$ cat config.mk
export PLATFORM = sky130hd
export DESIGN_NAME = lsc_dev_end_flat
export DESIGN_NICKNAME = d
export VERILOG_FILES = /design/src/lsc_pkg.sv /design/src/lsc_link_if.sv /design/src/lsc_station.sv /design/src/lsc_dev_end.sv /design/src/flat_wrapper.sv
export SDC_FILE = /design/constraint.sdc
export NUM_CORES = 1
export LEC_CHECK = 0
export ABC_CLOCK_PERIOD_IN_PS = 3600
export BUFFER_PORTS_ARGS = -buffer_cell sky130_fd_sc_hd__buf_2
export CORE_MARGIN = 2
export CORE_UTILIZATION = 45
export CTS_CLUSTER_DIAMETER = 100
export CTS_CLUSTER_SIZE = 24
export DETAILED_ROUTE_END_ITERATION = 16
export PLACE_DENSITY = 0.74
export SLEW_MARGIN = 20
export SYNTH_ARGS = -nofsm -noshare
export SYNTH_HDL_FRONTEND = slang
export SYNTH_HIERARCHICAL = 1
export SYNTH_SLANG_ARGS = --single-unit
$ cat constraint.sdc
create_clock -name clk_i -period 3.6 [get_ports clk_i]
set_clock_uncertainty 0.05 [all_clocks]
set_input_delay 0.36 -clock clk_i [delete_from_list [all_inputs] [get_ports clk_i]]
set_output_delay 0.36 -clock clk_i [all_outputs]
set_load 0.03 [all_outputs]
$ cat src/lsc_pkg.sv
// Purpose: shared constants and types for the link sequence control ends
// Assumes: one bit clock, control octets exchanged as whole bytes
// Notes:   bit 1 of the control field is bit 0 of an octet here
`default_nettype none
package lsc_pkg;
   typedef logic [2:0] lsc_seq_t; // modulo 8 counters
   typedef enum logic [2:0] {
      LSC_F_I    = 3'b000,
      LSC_F_RR   = 3'b001,
      LSC_F_RNR  = 3'b010,
      LSC_F_REJ  = 3'b011,
      LSC_F_SARM = 3'b100,
      LSC_F_SABM = 3'b101,
      LSC_F_UA   = 3'b110,
      LSC_F_OTH  = 3'b111
   } lsc_kind_t;
   typedef enum logic [1:0] {
      LSC_M_DISC = 2'b00,
      LSC_M_ARM  = 2'b01,
      LSC_M_ABM  = 2'b10
   } lsc_mode_t;
   // supervisory function codes, bits 3..4 as a 2-bit value (bit 3 low)
   localparam logic [1:0] LSC_S_RR  = 2'h0;
   localparam logic [1:0] LSC_S_RNR = 2'h1;
   localparam logic [1:0] LSC_S_REJ = 2'h2;
   // unnumbered codes with the P/F bit (bit 5, index 4) cleared
   localparam logic [7:0] LSC_U_SARM = 8'h0F;
   localparam logic [7:0] LSC_U_SABM = 8'h2F;
   localparam logic [7:0] LSC_U_DISC = 8'h43;
   localparam logic [7:0] LSC_U_UA   = 8'h63;
   localparam logic [7:0] LSC_U_FRMR = 8'h87;
   localparam logic [7:0] LSC_U_MASK = 8'hEF;
   localparam int         LSC_PF_BIT = 4;
   localparam lsc_seq_t   LSC_SEQ_RST = 3'h0;
   localparam lsc_seq_t   LSC_K_DEF   = 3'h7;
   localparam logic [2:0] LSC_BIT_LAST = 3'h7;

   function automatic logic [7:0] lsc_enc(input lsc_kind_t k, input lsc_seq_t ns,
                                          input lsc_seq_t nr, input logic pf);
      logic [7:0] c;
      c = 8'h00;
      unique case (k)
         LSC_F_I:    c = {nr, pf, ns, 1'b0};
         LSC_F_RR:   c = {nr, pf, LSC_S_RR, 2'b01};
         LSC_F_RNR:  c = {nr, pf, LSC_S_RNR, 2'b01};
         LSC_F_REJ:  c = {nr, pf, LSC_S_REJ, 2'b01};
         LSC_F_SARM: c = LSC_U_SARM;
         LSC_F_SABM: c = LSC_U_SABM;
         LSC_F_UA:   c = LSC_U_UA;
         LSC_F_OTH:  c = LSC_U_DISC;
      endcase
      if (k >= LSC_F_SARM) begin
         c[LSC_PF_BIT] = pf;
      end
      return c;
   endfunction

   function automatic lsc_kind_t lsc_dec(input logic [7:0] c);
      lsc_kind_t k;
      k = LSC_F_OTH;
      if (!c[0]) begin
         k = LSC_F_I;
      end else if (!c[1]) begin
         unique case (c[3:2])
            LSC_S_RR:  k = LSC_F_RR;
            LSC_S_RNR: k = LSC_F_RNR;
            LSC_S_REJ: k = LSC_F_REJ;
            default:   k = LSC_F_OTH;
         endcase
      end else if ((c & LSC_U_MASK) == LSC_U_SARM) begin
         k = LSC_F_SARM;
      end else if ((c & LSC_U_MASK) == LSC_U_SABM) begin
         k = LSC_F_SABM;
      end else if ((c & LSC_U_MASK) == LSC_U_UA) begin
         k = LSC_F_UA;
      end
      return k;
   endfunction
endpackage
`default_nettype wire

$ cat src/lsc_link_if.sv
// Purpose: serial control-field link between two stations
// Assumes: one shared clock; each direction a bit plus frame strobe
// Notes:   a_* is sent by the device end, b_* by the peer end
`timescale 1ns/100ps
`default_nettype none
interface lsc_link_if;
   logic a_bit;   // device to peer data bit
   logic a_vld;   // device bit valid
   logic a_info;  // device frame has info field
   logic b_bit;
   logic b_vld;
   logic b_info;
   modport dev  (output a_bit, output a_vld, output a_info,
                 input b_bit, input b_vld, input b_info);
   modport peer (input a_bit, input a_vld, input a_info,
                 output b_bit, output b_vld, output b_info);
endinterface
`default_nettype wire

$ cat src/lsc_station.sv
// Purpose: one link station: sequencing, control field, serial bits
// Assumes: frames error free when delivered; FCS and flags live elsewhere
// Notes:   is_dce selects the DCE window and SARM supervisory limits
`timescale 1ns/100ps
`default_nettype none
module lsc_station #(
   parameter bit IS_DCE = 1'b1
) (
   input  wire logic               clk_i,
   input  wire logic               rst_n_i,
   input  wire logic               tx_bit_i,
   input  wire logic               tx_vld_i,
   input  wire logic               tx_info_i,
   output logic                    rx_bit_o,
   output logic                    rx_vld_o,
   output logic                    rx_info_o,
   input  wire lsc_pkg::lsc_seq_t  k_i,
   input  wire logic               busy_i,
   input  wire logic               cmd_i,
   input  wire logic               send_i,
   input  wire lsc_pkg::lsc_kind_t kind_i,
   input  wire logic               pf_i,
   output logic                    send_rdy_o,
   output logic                    rcv_vld_o,
   input  wire logic               rcv_rdy_i,
   output logic [7:0]              rcv_ctl_o,
   output lsc_pkg::lsc_seq_t       vs_o,
   output lsc_pkg::lsc_seq_t       vr_o,
   output lsc_pkg::lsc_seq_t       ack_o,
   output lsc_pkg::lsc_mode_t      mode_o,
   output logic                    peer_busy_o,
   output logic                    rej_o,
   output logic                    status_req_o
);
   typedef enum logic [1:0] {
      LSC_T_IDLE = 2'b00,
      LSC_T_SEND = 2'b01
   } lsc_tst_t;

   lsc_pkg::lsc_seq_t  vs_q, vs_d, vr_q, vr_d, ack_q, ack_d;
   lsc_pkg::lsc_mode_t mode_q, mode_d;
   logic               pbusy_q, pbusy_d, rej_q, rej_d, sreq_q, sreq_d, ua_q, ua_d;
   lsc_tst_t           tst_q, tst_d;
   logic [7:0]         tsh_q, tsh_d, rsh_q, rsh_d;
   logic [2:0]         tcnt_q, tcnt_d, rcnt_q, rcnt_d;
   logic               tinf_q, tinf_d, rinf_q, rinf_d;
   // two-entry receive buffer
   logic [7:0]         buf_q [2];
   logic [7:0]         buf_d [2];
   logic [1:0]         cnt_q, cnt_d;
   logic               wp_q, wp_d, rp_q, rp_d;
   logic               rx_done, outst_full, sup_ok, pick_ua;
   logic [7:0]         rx_ctl;
   lsc_pkg::lsc_kind_t rk, tk;
   lsc_pkg::lsc_seq_t  nr;

   assign rx_ctl  = {tx_bit_i, rsh_q[7:1]};
   assign rx_done = tx_vld_i && (rcnt_q == lsc_pkg::LSC_BIT_LAST);
   assign rk      = lsc_pkg::lsc_dec(rx_ctl);
   assign nr      = rx_ctl[7:5];
   // window full when vs runs k ahead of last acknowledgement
   assign outst_full = IS_DCE && (3'(vs_q - ack_q) >= k_i);
   // dce in response mode may not issue supervisory commands
   assign sup_ok  = !(IS_DCE && cmd_i && mode_q == lsc_pkg::LSC_M_ARM);
   assign pick_ua = ua_q;
   assign tk      = pick_ua ? lsc_pkg::LSC_F_UA : kind_i;
   assign send_rdy_o = (tst_q == LSC_T_IDLE) && !pick_ua && !(kind_i == lsc_pkg::LSC_F_I
                       && (outst_full || pbusy_q)) && !(kind_i inside {lsc_pkg::LSC_F_RR,
                       lsc_pkg::LSC_F_RNR, lsc_pkg::LSC_F_REJ} && !sup_ok);
   assign rcv_vld_o  = (cnt_q != 2'h0);
   assign rcv_ctl_o  = buf_q[rp_q];

   // sequencing state, updated on whole received or accepted frames
   always_comb begin
      vs_d = vs_q; vr_d = vr_q; ack_d = ack_q; mode_d = mode_q;
      pbusy_d = pbusy_q; rej_d = rej_q; sreq_d = 1'b0;
      // a pending UA leaves on the first idle cycle; a new set mode below wins
      ua_d = ua_q && (tst_q != LSC_T_IDLE);
      if (rx_done) begin
         unique case (rk)
            lsc_pkg::LSC_F_I: begin
               ack_d = nr;
               if (rx_ctl[3:1] == vr_q && !busy_i) begin
                  vr_d = 3'(vr_q + 3'h1);
                  rej_d = 1'b0;
               end
            end
            lsc_pkg::LSC_F_RR: begin
               ack_d = nr; pbusy_d = 1'b0;
            end
            lsc_pkg::LSC_F_RNR: begin
               ack_d = nr; pbusy_d = 1'b1;
            end
            lsc_pkg::LSC_F_REJ: begin
               ack_d = nr; vs_d = nr; pbusy_d = 1'b0;
            end
            lsc_pkg::LSC_F_SARM: begin
               mode_d = lsc_pkg::LSC_M_ARM; ua_d = 1'b1;
            end
            lsc_pkg::LSC_F_SABM: begin
               if (!rinf_q) begin
                  mode_d = lsc_pkg::LSC_M_ABM; ua_d = 1'b1;
                  vs_d = lsc_pkg::LSC_SEQ_RST; vr_d = lsc_pkg::LSC_SEQ_RST;
                  ack_d = lsc_pkg::LSC_SEQ_RST; pbusy_d = 1'b0;
                  rej_d = 1'b0;
               end
            end
            lsc_pkg::LSC_F_UA: pbusy_d = 1'b0;
            default: ;
         endcase
         // any supervisory frame with the P/F bit set, command or response, asks for our status
         if (rk inside {lsc_pkg::LSC_F_RR, lsc_pkg::LSC_F_RNR, lsc_pkg::LSC_F_REJ}
             && rx_ctl[lsc_pkg::LSC_PF_BIT]) begin
            sreq_d = 1'b1;
         end
      end
      // user request only; send_rdy_o already excludes a pending UA
      if (tst_q == LSC_T_IDLE && send_i && send_rdy_o) begin
         if (kind_i == lsc_pkg::LSC_F_I) begin
            vs_d = 3'(vs_d + 3'h1);
         end else if (kind_i == lsc_pkg::LSC_F_REJ) begin
            rej_d = 1'b1; // one exception at a time
         end
      end
   end

   // transmit shift: lsb first, bit 1 on the line first
   always_comb begin
      tst_d = tst_q; tsh_d = tsh_q; tcnt_d = tcnt_q; tinf_d = tinf_q;
      unique case (tst_q)
         LSC_T_IDLE: begin
            if (send_i && send_rdy_o || pick_ua) begin
               tsh_d  = lsc_pkg::lsc_enc(tk, vs_q, vr_q, pick_ua ? 1'b1 : pf_i);
               tinf_d = !pick_ua && kind_i == lsc_pkg::LSC_F_I;
               tcnt_d = 3'h0;
               tst_d  = LSC_T_SEND;
            end
         end
         LSC_T_SEND: begin
            tsh_d  = {1'b0, tsh_q[7:1]};
            tcnt_d = 3'(tcnt_q + 3'h1);
            if (tcnt_q == lsc_pkg::LSC_BIT_LAST) begin
               tst_d = LSC_T_IDLE;
            end
         end
         default: tst_d = LSC_T_IDLE;
      endcase
   end

   // receive shift and two-entry buffer; a full buffer drops the newly received octet
   always_comb begin
      rsh_d = rsh_q; rcnt_d = rcnt_q; rinf_d = rinf_q;
      buf_d = buf_q; cnt_d = cnt_q; wp_d = wp_q; rp_d = rp_q;
      if (tx_vld_i) begin
         rsh_d  = {tx_bit_i, rsh_q[7:1]};
         rcnt_d = 3'(rcnt_q + 3'h1);
         if (rcnt_q == 3'h0) begin
            rinf_d = tx_info_i;
         end
      end
      if (rcv_vld_o && rcv_rdy_i) begin
         rp_d = !rp_q;
         cnt_d = 2'(cnt_d - 2'h1);
      end
      if (rx_done && cnt_q != 2'h2) begin
         buf_d[wp_q] = rx_ctl;
         wp_d = !wp_q;
         cnt_d = 2'(cnt_d + 2'h1);
      end
   end

   always_ff @(posedge clk_i or negedge rst_n_i) begin
      if (!rst_n_i) begin
         vs_q <= lsc_pkg::LSC_SEQ_RST; vr_q <= lsc_pkg::LSC_SEQ_RST;
         ack_q <= lsc_pkg::LSC_SEQ_RST; mode_q <= lsc_pkg::LSC_M_DISC;
         pbusy_q <= 1'b0; rej_q <= 1'b0; sreq_q <= 1'b0; ua_q <= 1'b0;
         tst_q <= LSC_T_IDLE; tsh_q <= 8'h00; tcnt_q <= 3'h0; tinf_q <= 1'b0;
         rsh_q <= 8'h00; rcnt_q <= 3'h0; rinf_q <= 1'b0;
         buf_q[0] <= 8'h00; buf_q[1] <= 8'h00;
         cnt_q <= 2'h0; wp_q <= 1'b0; rp_q <= 1'b0;
      end else begin
         vs_q <= vs_d; vr_q <= vr_d; ack_q <= ack_d; mode_q <= mode_d;
         pbusy_q <= pbusy_d; rej_q <= rej_d; sreq_q <= sreq_d; ua_q <= ua_d;
         tst_q <= tst_d; tsh_q <= tsh_d; tcnt_q <= tcnt_d; tinf_q <= tinf_d;
         rsh_q <= rsh_d; rcnt_q <= rcnt_d; rinf_q <= rinf_d;
         buf_q <= buf_d;
         cnt_q <= cnt_d; wp_q <= wp_d; rp_q <= rp_d;
      end
   end

   assign rx_bit_o     = tsh_q[0];
   assign rx_vld_o     = (tst_q == LSC_T_SEND);
   assign rx_info_o    = tinf_q && (tst_q == LSC_T_SEND); // info flag only inside a frame
   assign vs_o         = vs_q;
   assign vr_o         = vr_q;
   assign ack_o        = ack_q;
   assign mode_o       = mode_q;
   assign peer_busy_o  = pbusy_q;
   assign rej_o        = rej_q;
   assign status_req_o = sreq_q;
endmodule
`default_nettype wire

$ cat src/lsc_dev_end.sv
// Purpose: device (DCE) end of the link
// Assumes: station core shared with the peer end
// Notes:   window and SARM supervisory limits active here
`timescale 1ns/100ps
`default_nettype none
module lsc_dev_end (
   input  wire logic               clk_i,
   input  wire logic               rst_n_i,
   lsc_link_if.dev                 link,
   input  wire lsc_pkg::lsc_seq_t  k_i,
   input  wire logic               busy_i,
   input  wire logic               cmd_i,
   input  wire logic               send_i,
   input  wire lsc_pkg::lsc_kind_t kind_i,
   input  wire logic               pf_i,
   output logic                    send_rdy_o,
   output logic                    rcv_vld_o,
   input  wire logic               rcv_rdy_i,
   output logic [7:0]              rcv_ctl_o,
   output lsc_pkg::lsc_seq_t       vs_o,
   output lsc_pkg::lsc_seq_t       vr_o,
   output lsc_pkg::lsc_seq_t       ack_o,
   output lsc_pkg::lsc_mode_t      mode_o,
   output logic                    peer_busy_o,
   output logic                    rej_o,
   output logic                    status_req_o
);
   // dce core: k window enforced
   lsc_station #(.IS_DCE(1'b1)) u_st (
      .clk_i(clk_i), .rst_n_i(rst_n_i),
      .tx_bit_i(link.b_bit), .tx_vld_i(link.b_vld), .tx_info_i(link.b_info),
      .rx_bit_o(link.a_bit), .rx_vld_o(link.a_vld), .rx_info_o(link.a_info),
      .k_i(k_i), .busy_i(busy_i), .cmd_i(cmd_i), .send_i(send_i), .kind_i(kind_i),
      .pf_i(pf_i), .send_rdy_o(send_rdy_o), .rcv_vld_o(rcv_vld_o),
      .rcv_rdy_i(rcv_rdy_i), .rcv_ctl_o(rcv_ctl_o), .vs_o(vs_o), .vr_o(vr_o),
      .ack_o(ack_o), .mode_o(mode_o), .peer_busy_o(peer_busy_o), .rej_o(rej_o),
      .status_req_o(status_req_o));
endmodule
`default_nettype wire

$ cat src/flat_wrapper.sv
// flat-port wrapper written by rule: the top's interface ports become plain ports
module lsc_dev_end_flat 
  (clk_i, rst_n_i, k_i, busy_i, cmd_i, send_i, kind_i, pf_i, send_rdy_o, rcv_vld_o, rcv_rdy_i, rcv_ctl_o, vs_o, vr_o, ack_o, mode_o, peer_busy_o, rej_o, status_req_o, link_a_bit, link_a_vld, link_a_info, link_b_bit, link_b_vld, link_b_info);
  lsc_link_if link_i ();
  input  wire logic clk_i;
  input  wire logic rst_n_i;
  input  wire lsc_pkg::lsc_seq_t k_i;
  input  wire logic busy_i;
  input  wire logic cmd_i;
  input  wire logic send_i;
  input  wire lsc_pkg::lsc_kind_t kind_i;
  input  wire logic pf_i;
  output logic send_rdy_o;
  output logic rcv_vld_o;
  input  wire logic rcv_rdy_i;
  output logic [7:0] rcv_ctl_o;
  output lsc_pkg::lsc_seq_t vs_o;
  output lsc_pkg::lsc_seq_t vr_o;
  output lsc_pkg::lsc_seq_t ack_o;
  output lsc_pkg::lsc_mode_t mode_o;
  output logic peer_busy_o;
  output logic rej_o;
  output logic status_req_o;
  output wire logic [$bits(link_i.a_bit)-1:0] link_a_bit;
  output wire logic [$bits(link_i.a_vld)-1:0] link_a_vld;
  output wire logic [$bits(link_i.a_info)-1:0] link_a_info;
  input wire logic [$bits(link_i.b_bit)-1:0] link_b_bit;
  input wire logic [$bits(link_i.b_vld)-1:0] link_b_vld;
  input wire logic [$bits(link_i.b_info)-1:0] link_b_info;
  assign link_a_bit = link_i.a_bit;
  assign link_a_vld = link_i.a_vld;
  assign link_a_info = link_i.a_info;
  assign link_i.b_bit = link_b_bit;
  assign link_i.b_vld = link_b_vld;
  assign link_i.b_info = link_b_info;
  lsc_dev_end u_core (.clk_i(clk_i), .rst_n_i(rst_n_i), .link(link_i), .k_i(k_i), .busy_i(busy_i), .cmd_i(cmd_i), .send_i(send_i), .kind_i(kind_i), .pf_i(pf_i), .send_rdy_o(send_rdy_o), .rcv_vld_o(rcv_vld_o), .rcv_rdy_i(rcv_rdy_i), .rcv_ctl_o(rcv_ctl_o), .vs_o(vs_o), .vr_o(vr_o), .ack_o(ack_o), .mode_o(mode_o), .peer_busy_o(peer_busy_o), .rej_o(rej_o), .status_req_o(status_req_o));
endmodule
==> summary.txt <==
Layout
  – Final nets: 357
  – Area growth syn-to-layout: 13.8%
  – Ratio of cells with drive above 1 in the final layout: 30.2%
  – Antenna diode count: 0
  – Final core occ: 52.8%
  – Fill cells: 625

Clock tree
  – Clk buf depth: 2
  – Hold_buf cts: 0
  – Post-CTS Setup Bufs: 0
  – Post-CTS Resized: 0
  – TritonCTS Buffers: 9
  – Max H-tree Level: 3
  – Clk_lat worst skew: 0.33 ns
  – CTS tree: built
  – Clk root buf: clkbuf_8
  – CTS Sinks: 59
  – Worst-path clk slew: 0.07 ns

Yosys
  – Synth async-reset ratio: 100%
  – Mean post-synth cell area: 11.0 sq um
  – Post-synth EDFFs: 0
  – Synth top area cells: dfrtp_1, mux2_2, ha_1
  – Synth top cells by count: dfrtp_1, mux2_2, inv_1, nor2_1, o21ai_0
  – Syn_nets: 317
  – Seq/Total Area, Yosys: 46.8%
  – Cell Area, Synth: 3150 sq um
  – Most used DFF post-synth: dfrtp_1
  – Yosys cell types: 57
  – YS warnings: 6
  – Synth top area share: 46.8%
  – Most frequent cell after synthesis: dfrtp_1
  – #FFs+latches synth: 59
  – Gate Count Post-Synth: 287
  – Yosys top cell by area: dfrtp_1

GRT
  – First-pass GRT wire length: 10,600 um
  – Largest net degree at the start of global routing: 32
  – Vias in the first global route: 2,155
  – Congestion Overflow GR: 0
  – GRT Util Overall: 18.0%
  – Initial antenna violation count: 0

STA
  – Final worst slack: 0.227 ns
  – Final min period: 3.37 ns
  – Relative slew slack: 50.1%
  – Maximum clock frequency: 0.296 GHz
  – RSZ-0062 raised after global routing: false
  – Hold WS: -0.00264 ns
  – Final hold violations: 3
  – Max-slew violations: 0
  – Slew @ Worst Pin: 0.739 ns
  – Final period util: 93.7%
  – Setup TNS: 0 ns
  – Setup-failing EPs final: 0

Worst setup path
  – CP max FO: 4
  – Crit. End Element: primary output
  – CP cell instances: inv_1 -> ha_1 -> inv_1 -> fa_1 -> xor2_1 -> xnor2_1 -> ha_1 -> a211o_1 -> a31oi_2 -> mux2i_1 -> a21oi_1 -> buf_2
  – Setup crit start: u_core/u_st/vs_o[0]$_DFF_PN0_
  – Worst Path Arrival: 2.96 ns
  – Worst r2r src: u_core/u_st/vs_o[0]$_DFF_PN0_
  – Worst path top cell family by delay: adder cells
  – Bufs and invs on worst path: 3
  – Critical path's largest stage delay: 0.41 ns
  – CP max stage cell: dfrtp_1
  – CP required: 3.19 ns
  – Crit start category: flop
  – Crit Path Class: flop to primary output

Die
  – Initial Util: 46.4%
  – # rows: 30
  – Die H: 87.7 um
  – Die Wd: 87.7 um
  – Core Area: 6790 sq um
  – Die area: 7690 sq um
  – Io pins: 43

Pwr
  – PwrDens: 812 nW/um^2
  – Cell leakage power: 1.71 nW
  – Maximum vdd drop: 0.293 mV
  – Final Power: 0.00291 W

Place
  – HPWL Detailed: 4650 um
  – Pre-CTS setup slack: 0.373 ns
  – Count of input and output buffers: 42
  – GP Congestion: 0.766

Flow run
  – MaxCap Viol Count: 0

Route
  – Vias: 2,313
  – DRT Pass-1 Iters: 5
  – Final WL: 6450 um
  – Initial DRC count: 164
  – Routed wire per std cell: 15.1 um
  – DRC viols: 0
  – ANT nets after route: 0
  – Drt via density: 5.42

Run status
  – Failing checks: negative hold slack
  – Status: finished with violations

Min path
  – Min-Delay Path Class: input port to asynchronous set/reset pin
==> logic make-up after synthesis <==
| kind of cell | count (synthesis) | synth area share (%) |
|---|---|---|
| xor gates and xnor gates | 13 | 3.61 |
| adders and majority gates | 14 | 5.79 |
| and+or+nand+nor | 66 | 11.5 |
| DFF | 59 | 46.8 |
| muxes | 40 | 14.0 |
| buffers and inverters | 33 | 4.40 |
| AOI/OAI and AO/OA | 62 | 13.8 |
==> per-layer routing <==
metal | vias up | part of all wire, % | global-route usage, %
met4 | 0 | 1.4 | 7.69
met3 | 8 | 4.1 | 3.68
li1 | 1102 | - | -
met5 | - | 0 | 0
met2 | 57 | 50 | 28.6
met1 | 1146 | 45 | 24.2
==> layout by cell type (no fill, tap or decap), types with 2 or more instances in the layout <==
| master | instances |
|---|---|
| o31ai_1 | 2 |
| a21oi_1 | 7 |
| nand2b_1 | 4 |
| nand2_1 | 12 |
| nor3_1 | 4 |
| nor2_1 | 19 |
| inv_1 | 19 |
| ha_1 | 13 |
| o22ai_1 | 2 |
| o21ai_0 | 15 |
| o21a_1 | 3 |
| mux2_2 | 32 |
| clkinv_2 | 3 |
| clkbuf_8 | 9 |
| nand3b_1 | 3 |
| a211oi_1 | 2 |
| xnor2_1 | 8 |
| a31oi_1 | 5 |
| a21o_1 | 2 |
| mux2i_1 | 7 |
| nor4_1 | 2 |
| a22o_1 | 5 |
| buf_2 | 42 |
| nand3_1 | 5 |
| xor2_1 | 5 |
| nor2b_1 | 2 |
| and2_1 | 3 |
| o41ai_1 | 2 |
| dfrtp_1 | 59 |
| a2bb2oi_1 | 3 |
==> state kept, by name, summed over array words and instances, names as in the netlist <==
signal	count
u_core/u_st/tst_q	1
u_core/u_st/rp_q	1
u_core/u_st/vr_o	3
u_core/u_st/pick_ua	1
u_core/u_st/rej_o	1
u_core/u_st/mode_o	2
u_core/u_st/status_req_o	1
u_core/u_st/rinf_q	1
u_core/u_st/ack_o	3
u_core/u_st/tcnt_q	3
u_core/u_st/vs_o	3
u_core/u_st/tsh_q	8
u_core/u_st/cnt_q	2
u_core/u_st/peer_busy_o	1
u_core/u_st/buf_q	16
u_core/u_st/tinf_q	1
u_core/u_st/rcnt_q	3
u_core/u_st/wp_q	1
u_core/u_st/rsh_q	7
==> cell type report <==
class                   count  area, sq um  share of cell area, %
clock inverters             5         31.3                  0.872
clock buffers              10          128                   3.56
flip-flops and latches     59         1480                   41.1
repair buffers             43          218                   6.07
multi-input cells         195         1540                   43.0
well taps                  96          120                   3.35
inverters                  19         71.3                   1.99
==> where the power goes <==
| part | switching (W) | internal [W] | leakage, nW |
|---|---|---|---|
| registers | 0.000264 | 0.000915 | 0.749 |
| clock network | 0.000250 | 0.000243 | 0.0819 |
| logic | 0.000689 | 0.000552 | 0.883 |
==> per-stage QoR <==
step | cell area, sq um | instances
2_1_floorplan | 3150 | 287
4_1_cts | 3580 | 427
6_report | 3590 | 427
3_5_place_dp | 3420 | 412
3_3_place_gp | 3420 | 412
5_1_grt | 3590 | 427
==> final timing paths <==
kind,to,slack (ns),cells past startpoint
max in group asynchronous,u_core/u_st/rsh_q[1]$_DFFE_PN0P_,2.65,2
hold / removal,u_core/u_st/tcnt_q[2]$_DFFE_PN0P_,-0.003,1
hold reg to reg,u_core/u_st/buf_q[6]$_DFFE_PN0P_,0.44,2
min in group clk_i,u_core/u_st/rinf_q$_DFFE_PN0P_,0.23,2
setup reg to reg,u_core/u_st/tinf_q$_DFFE_PN0P_,0.42,12
setup / recovery,send_rdy_o,0.23,12
==> worst reg2reg max path: cells and delay by family, from the launching register on <==
family | cells | cell delay, ns
AO/OA/AOI/OAI | 5 | 1.43
flip-flops | 1 | 0.41
XOR/XNOR | 2 | 0.29
buffers and inverters | 2 | 0.11
adder cells (fa/ha/maj) | 3 | 0.80
Power figures use the tool's default switching activity.
